===== src/kpc_pkg.sv =====
`default_nettype none
package kpc_pkg;
   localparam logic [3:0] ADDR_HIGH        = 4'h7;
   localparam logic [7:0] REG_FIFO         = 8'h00;
   localparam logic [7:0] REG_KEY_CFG      = 8'h01;
   localparam logic [7:0] REG_KEY_LAST     = 8'h05;
   localparam logic [7:0] REG_AUTO_SHDN    = 8'h06;
   localparam logic [7:0] REG_GPIO_CFG     = 8'h40;
   localparam logic [7:0] REG_GPIO_LAST    = 8'h5F;
   localparam logic [7:0] PTR_RESET        = 8'h00;
   localparam int         KEY_SOFT_RST_BIT = 7;
   localparam int         GPIO_SOFT_RST_BIT = 4;
   localparam logic [1:0] SEL_GND          = 2'h0;
   localparam logic [1:0] SEL_VCC          = 2'h1;
   localparam logic [1:0] SEL_SDA          = 2'h2;
   localparam logic [1:0] SEL_SCL          = 2'h3;
   localparam int         CLK_HZ           = 10_000_000;
   localparam int         TIMEOUT_MS       = 20;
   localparam int         TIMEOUT_CYCLES   = CLK_HZ / 1000 * TIMEOUT_MS;
   typedef enum logic [2:0] {
      KPC_IDLE = 3'h0,
      KPC_ADDR = 3'h1,
      KPC_ACK  = 3'h2,
      KPC_RX   = 3'h3,
      KPC_TX   = 3'h4,
      KPC_RACK = 3'h5
   } kpc_state_t;
endpackage
`default_nettype wire


===== src/kpc_i2c_slave.sv =====
// Notes on behaviour
// - Command then STOP only sets pointer.
// - First data byte goes to pointer.
// - Further write bytes use incremented pointer.
// - Read returns register at stored pointer.
// - Reads advance pointer by same rules.
// - Pointer advances only per burst byte.
// - Key config top bit resets scanning.
// - GPIO config bit four resets GPIO.
// - Increment: 0x06 wraps to FIFO, 0x01-0x05 and 0x40-0x5F step, else holds.
// - Address 0111 plus select pin code.
// - Long SCL low abandons transfer.
`default_nettype none
module kpc_i2c_slave #(
   parameter int TIMEOUT_CYCLES = kpc_pkg::TIMEOUT_CYCLES
) (
   input  wire logic       clock,
   input  wire logic       rst,
   input  wire logic       scl_in,
   input  wire logic       sda_in,
   output logic            sda_out,
   output logic            sda_oe,
   input  wire logic [1:0] bus_address_select_pin,
   input  wire logic       timeout_enable,
   output logic [7:0]      reg_addr,
   output logic [7:0]      reg_wdata,
   output logic            reg_write,
   output logic            reg_read,
   input  wire logic [7:0] reg_rdata,
   output logic            key_scan_soft_reset,
   output logic            gpio_soft_reset,
   output logic [7:0]      key_scan_configuration,
   output logic [7:0]      gpio_global_configuration
);
   ////////////////////////////////////////////////////////////////////////////
   // Synchronisers and edge detection.
   logic [1:0] scl_sync;
   logic [1:0] sda_sync;
   logic       scl_d;
   logic       sda_d;
   always_ff @(posedge clock or posedge rst) begin
      if (rst) begin
         scl_sync <= 2'h3;
         sda_sync <= 2'h3;
         scl_d    <= 1'b1;
         sda_d    <= 1'b1;
      end else begin
         scl_sync <= {scl_sync[0], scl_in};
         sda_sync <= {sda_sync[0], sda_in};
         scl_d    <= scl_sync[1];
         sda_d    <= sda_sync[1];
      end
   end
   wire scl      = scl_sync[1];
   wire sda      = sda_sync[1];
   wire scl_rise = scl & ~scl_d;
   wire scl_fall = ~scl & scl_d;
   wire start_c  = scl & scl_d & sda_d & ~sda;
   wire stop_c   = scl & scl_d & ~sda_d & sda;

   ////////////////////////////////////////////////////////////////////////////
   // Address match.
   logic [1:0] sel_meta;
   logic [1:0] sel_code;
   always_ff @(posedge clock or posedge rst) begin
      if (rst) begin
         sel_meta <= kpc_pkg::SEL_GND;
         sel_code <= kpc_pkg::SEL_GND;
      end else begin
         sel_meta <= bus_address_select_pin;
         sel_code <= sel_meta;
      end
   end
   logic [7:0] shift;
   wire addr_hit = (shift[7:4] == kpc_pkg::ADDR_HIGH) && (shift[3:2] == sel_code) && !shift[1];

   ////////////////////////////////////////////////////////////////////////////
   // Timeout counter on SCL low.
   logic [31:0] low_cnt;
   wire         timeout = timeout_enable && (low_cnt >= TIMEOUT_CYCLES);
   always_ff @(posedge clock or posedge rst) begin
      if (rst) begin
         low_cnt <= '0;
      end else if (scl) begin
         low_cnt <= '0;
      end else if (low_cnt < TIMEOUT_CYCLES) begin
         low_cnt <= low_cnt + 32'h1;
      end
   end

   ////////////////////////////////////////////////////////////////////////////
   // Byte engine.
   kpc_pkg::kpc_state_t state;
   logic [3:0] bitn;
   logic       rw;
   logic       have_cmd;
   logic       nack;
   logic [7:0] ptr;
   logic [7:0] next_ptr;
   logic [7:0] txbyte;
   logic       bump;

   kpc_ptr_next u_next (
      .ptr      (ptr),
      .next_ptr (next_ptr)
   );

   assign reg_addr = ptr;

   wire byte_done  = scl_rise && (bitn == 4'h7);
   wire [7:0] rx_b = {shift[6:0], sda};
   wire wr_data    = (state == kpc_pkg::KPC_RX) && byte_done && have_cmd;
   wire wr_cmd     = (state == kpc_pkg::KPC_RX) && byte_done && !have_cmd;

   always_ff @(posedge clock or posedge rst) begin
      if (rst) begin
         state     <= kpc_pkg::KPC_IDLE;
         bitn      <= 4'h0;
         shift     <= 8'h00;
         rw        <= 1'b0;
         have_cmd  <= 1'b0;
         nack      <= 1'b0;
         ptr       <= kpc_pkg::PTR_RESET;
         txbyte    <= 8'h00;
         sda_out   <= 1'b1;
         sda_oe    <= 1'b0;
         reg_write <= 1'b0;
         reg_read  <= 1'b0;
         reg_wdata <= 8'h00;
         bump      <= 1'b0;
      end else begin
         reg_write <= 1'b0;
         reg_read  <= 1'b0;
         if (start_c) begin
            state    <= kpc_pkg::KPC_ADDR;
            bitn     <= 4'h0;
            have_cmd <= 1'b0;
            sda_oe   <= 1'b0;
         end else if (stop_c || timeout) begin
            state  <= kpc_pkg::KPC_IDLE;
            sda_oe <= 1'b0;
         end else begin
            unique case (state)
               kpc_pkg::KPC_IDLE: begin
                  sda_oe <= 1'b0;
               end
               kpc_pkg::KPC_ADDR: begin
                  if (scl_rise) begin
                     shift <= rx_b;
                     bitn  <= bitn + 4'h1;
                  end
                  if (scl_fall && bitn == 4'h8) begin
                     if (addr_hit) begin
                        rw     <= shift[0];
                        sda_oe <= 1'b1;
                        sda_out <= 1'b0;
                        state  <= kpc_pkg::KPC_ACK;
                     end else begin
                        state <= kpc_pkg::KPC_IDLE;
                     end
                  end
               end
               kpc_pkg::KPC_ACK: begin
                  if (scl_fall) begin
                     bitn <= 4'h0;
                     if (rw) begin
                        txbyte  <= reg_rdata;
                        sda_out <= reg_rdata[7];
                        sda_oe  <= ~reg_rdata[7];
                        reg_read <= 1'b1;
                        state   <= kpc_pkg::KPC_TX;
                     end else begin
                        sda_oe <= 1'b0;
                        state  <= kpc_pkg::KPC_RX;
                     end
                  end
               end
               kpc_pkg::KPC_RX: begin
                  if (scl_rise) begin
                     shift <= rx_b;
                     bitn  <= bitn + 4'h1;
                  end
                  if (wr_cmd) begin
                     ptr      <= rx_b;
                     have_cmd <= 1'b1;
                  end
                  if (wr_data) begin
                     reg_wdata <= rx_b;
                     reg_write <= 1'b1;
                     bump      <= 1'b1;
                  end
                  if (bump) begin
                     ptr  <= next_ptr;
                     bump <= 1'b0;
                  end
                  if (scl_fall && bitn == 4'h8) begin
                     sda_out <= 1'b0;
                     sda_oe  <= 1'b1;
                     state   <= kpc_pkg::KPC_ACK;
                  end
               end
               kpc_pkg::KPC_TX: begin
                  if (scl_fall) begin
                     bitn <= bitn + 4'h1;
                     if (bitn == 4'h7) begin
                        sda_oe <= 1'b0;
                        ptr    <= next_ptr;
                        state  <= kpc_pkg::KPC_RACK;
                     end else begin
                        sda_out <= txbyte[3'h6 - bitn[2:0]];
                        sda_oe  <= ~txbyte[3'h6 - bitn[2:0]];
                     end
                  end
               end
               kpc_pkg::KPC_RACK: begin
                  if (scl_rise) begin
                     nack <= sda;
                  end
                  if (scl_fall) begin
                     bitn <= 4'h0;
                     if (nack) begin
                        state <= kpc_pkg::KPC_IDLE;
                     end else begin
                        txbyte   <= reg_rdata;
                        sda_out  <= reg_rdata[7];
                        sda_oe   <= ~reg_rdata[7];
                        reg_read <= 1'b1;
                        state    <= kpc_pkg::KPC_TX;
                     end
                  end
               end
               default: state <= kpc_pkg::KPC_IDLE;
            endcase
         end
      end
   end

   ////////////////////////////////////////////////////////////////////////////
   // Local configuration registers and soft resets.
   wire wr_key  = reg_write && (ptr == kpc_pkg::REG_KEY_CFG);
   wire wr_gpio = reg_write && (ptr == kpc_pkg::REG_GPIO_CFG);
   always_ff @(posedge clock or posedge rst) begin
      if (rst) begin
         key_scan_configuration    <= 8'h00;
         gpio_global_configuration <= 8'h00;
         key_scan_soft_reset       <= 1'b0;
         gpio_soft_reset           <= 1'b0;
      end else begin
         if (wr_key) begin
            key_scan_configuration <= reg_wdata;
         end
         if (wr_gpio) begin
            gpio_global_configuration <= reg_wdata;
         end
         key_scan_soft_reset <= wr_key && reg_wdata[kpc_pkg::KEY_SOFT_RST_BIT];
         gpio_soft_reset <= wr_gpio && reg_wdata[kpc_pkg::GPIO_SOFT_RST_BIT];
      end
   end
endmodule
`default_nettype wire


===== src/kpc_ptr_next.sv =====
`default_nettype none
module kpc_ptr_next (
   input  wire logic [7:0] ptr,
   output logic      [7:0] next_ptr
);
   ////////////////////////////////////////////////////////////////////////////
   wire in_key  = (ptr >= kpc_pkg::REG_KEY_CFG) && (ptr <= kpc_pkg::REG_KEY_LAST);
   wire in_gpio = (ptr >= kpc_pkg::REG_GPIO_CFG) && (ptr <= kpc_pkg::REG_GPIO_LAST);
   assign next_ptr = (ptr == kpc_pkg::REG_AUTO_SHDN) ? kpc_pkg::REG_FIFO :
                     (in_key || in_gpio)             ? ptr + 8'h01 : ptr;
endmodule
`default_nettype wire


===== config.mk =====
export PLATFORM = sky130hd
export DESIGN_NAME = kpc_i2c_slave
export DESIGN_NICKNAME = d
export VERILOG_FILES = /design/src/kpc_pkg.sv /design/src/kpc_i2c_slave.sv /design/src/kpc_ptr_next.sv
export SDC_FILE = /design/constraint.sdc
export NUM_CORES = 1
export LEC_CHECK = 0
export ABC_AREA = 1
export BUFFER_PORTS_ARGS = -buffer_cell sky130_fd_sc_hd__buf_4
export CAP_MARGIN = 20
export CORE_AREA = 2 2 130 132
export DETAILED_ROUTE_END_ITERATION = 10
export DIE_AREA = 0 0 132 134
export HOLD_SLACK_MARGIN = 0.03
export PLACE_DENSITY_LB_ADDON = 0.3
export RECOVER_POWER = 100
export SYNTH_ARGS = -nofsm -noshare
export SYNTH_HDL_FRONTEND = slang
export SYNTH_SLANG_ARGS = --single-unit

===== constraint.sdc =====
create_clock -name clock -period 3.55 [get_ports clock]
set_clock_uncertainty 0.1 [all_clocks]
set_input_delay 0.355 -clock clock [delete_from_list [all_inputs] [get_ports clock]]
set_output_delay 0.355 -clock clock [all_outputs]
set_load 0.02 [all_outputs]

==> run metrics <==
number of iterations in the first detailed-routing pass=4; RSZ-0062 raised after global routing=no; ys flop type=dfrtp_1; Final Max Slew Viols=59; placed insts=911; CP arrival=2.92 ns; worst-margin pin slew=2.65 ns; vias in the first global route=4062; Slew HR=-77.5%; CTS tree=built; clock buffer depth=2; sequential fraction of the synthesis area=51.2%; Min-Delay Path Class=input pin to flop; CP max FO=21; post-synth net total=676; Netlist cell types=39; failing checks=max-capacitance violations, max-slew violations; Setup crit end kind=flop; f_max=0.360 GHz; Remaining Overflow, GRT=0; flop and latch count out of synthesis=107; Synth Instances=652; Via Count=4188; Area Growth Syn to Fin=14.3%; Final min period=2.77 ns; Core Footprint=0.0163 sq mm; area of the mapped netlist=0.00524 sq mm; clk_lat worst skew=0.35 ns; initial antenna violation count=0; cell row count=47; Max Cap Viol=1; largest net degree at the start of global routing=60; antenna cell count=0; CTS Buf Count=9; CP required=3.69 ns; WL per Instance=12.2 um; IO buf count=52; htree depth=3; Die Span Y=134 um; GRT Util Overall=13.6%; cells on worst reg2reg path=11; first-pass GRT wire length=19.5 mm; Root Driver=clkbuf_16; hold violation count in the final report=0; io pins=53; layout cells sized above 1=8.02%; final period utilization=78.2%; worst setup margin=0.775 ns; Synth warnings=0; Post-Layout Cell Count=931; Die ar.=0.0177 sq mm; power per cell area=584 mW/mm^2; Final HPWL DP=8.14 mm; Setup TNS=0 ns; Post-CTS Resized=0; Post-synth ARST share=100%; Max IR drop VDD=0.359 mV; Nets=730; CP Class=flop to flop; GPL Wtd Cong=0.896; Antenna Nets Post-Route=0; starting DRC count in detailed routing=267; synthesized area per cell=8.04 sq um; Critical Path Start Type=flop; Final setup violation count=0; Clk pin slew, worst setup/hold paths=0.07 ns; DRC viols=0; Worst Hold Depth=3; leakage=2.81 nW; EDFF count, synth=0; die span in x=132 um; run status=finished with violations; clock sink count=107; Vias/cell=4.50; dpl ws=1.10 ns; total wire length=11.3 mm; Starting Density=32.2%
==> per-layer routing <==
layer,GRT usage (%),wire length [um],up-vias
met1,18.4,5750,1913
met4,3.20,146,0
met2,21.2,4920,73
met3,4.42,509,14
met5,0,0,-
li1,-,-,2188
==> Yosys cell counts (2+ instances only) <==
master | n | area (sq um)
xor2_1 | 8 | 70.1
o211ai_1 | 3 | 22.5
dfstp_2 | 7 | 184
a21oi_1 | 9 | 45.0
buf_4 | 2 | 15.0
nand3_2 | 3 | 30.0
o21ai_0 | 44 | 220
buf_6 | 2 | 22.5
nor3_1 | 13 | 65.1
nand3_1 | 36 | 180
inv_1 | 76 | 285
dfrtp_1 | 100 | 2500
o31ai_1 | 3 | 22.5
nand4_1 | 17 | 106
nand2_1 | 157 | 589
o21ai_1 | 29 | 145
nor2_2 | 2 | 12.5
nor3b_1 | 2 | 15.0
o22ai_1 | 3 | 18.8
nor2_1 | 77 | 289
nand2_2 | 5 | 31.3
nor2_4 | 2 | 22.5
clkbuf_1 | 5 | 18.8
ha_1 | 9 | 113
xnor2_1 | 2 | 17.5
inv_2 | 20 | 75.1
buf_2 | 4 | 20.0
==> worst max-delay path: stages (launching register included) <==
cell     delay, ns
dfstp_1       0.96
inv_2         0.28
nor2_2        0.25
inv_1         0.10
nor3_1        0.23
nand2_1       0.08
nand2_1       0.06
nand3_1       0.10
nor2_4        0.28
inv_2         0.09
nand2_1       0.07
nand2_1       0.05
==> cells by family after synthesis <==
logic type	share of synthesized area [%]
AO/OA/AOI/OAI	9.62
flip-flops	51.2
buffers and inverters	8.40
adder cells (fa/ha/maj)	2.15
AND/OR/NAND/NOR	26.9
XOR/XNOR	1.67
==> flip-flops by register name, summed over array words and instances, names as in the netlist, 3 cells and up <==
name / count
shift: 8
gpio_global_configuration: 8
key_scan_configuration: 8
low_cnt: 32
bitn: 4
reg_addr: 8
state: 3
txbyte: 8
reg_wdata: 8
==> cell type report <==
class,instances,area (sq um)
inverter,96,362
clock buffer,11,243
fill,1803,10300
sequential,107,2690
clock inverter,5,36.3
tap,220,275
multi-input combinational,435,2080
timing repair buffer,57,308
==> final timing paths <==
path	from	to	slack [ns]
setup / recovery	scl_sync[1]$_DFF_PP1_	reg_addr[3]$_DFFE_PP0P_	0.78
hold / removal	reg_rdata[2]	txbyte[2]$_DFFE_PP0P_	0.09
setup reg to reg	scl_sync[1]$_DFF_PP1_	reg_addr[3]$_DFFE_PP0P_	0.78
hold reg to reg	sel_meta[1]$_DFF_PP0_	sel_code[1]$_DFF_PP0_	0.25
max in group asynchronous	rst	bitn[3]$_DFFE_PP0P_	1.50
min in group asynchronous	rst	gpio_global_configuration[0]$_DFFE_PP0P_	0.64
==> stage by stage <==
stage          power [mW]  hold WS (ns)  utilization (%)  instance area [sq um]
5_1_grt              3.78        0.0823             36.8                   5990
2_1_floorplan        2.34         0.231                -                   5240
3_5_place_dp         2.64         0.240             35.9                   5850
4_1_cts              3.61        0.0702             37.9                   6170
3_3_place_gp         2.64         0.235             35.9                   5850
6_report             3.50        0.0943             36.8                   5990
==> repair_timing <==
item,in CTS,in global routing
setup buffers,0,0
hold buffers,4,0
endpoints found under the hold margin,4,0
==> cell usage in the layout (no fill, tap or decap), types with 11 or more instances in the layout <==
cell      count
nand2_1     162
dfrtp_1     100
inv_2        13
clkbuf_1     39
nor2_1       78
o21ai_1      11
nand3_1      37
nand4_1      17
o21ai_0      63
nor3_1       14
inv_1        82
==> power breakdown <==
| group | internal (mW) | switching, mW |
|---|---|---|
| combinational | 0.340 | 0.675 |
| clock | 0.496 | 0.448 |
| sequential | 1.38 | 0.165 |
Power figures use the tool's default switching activity.
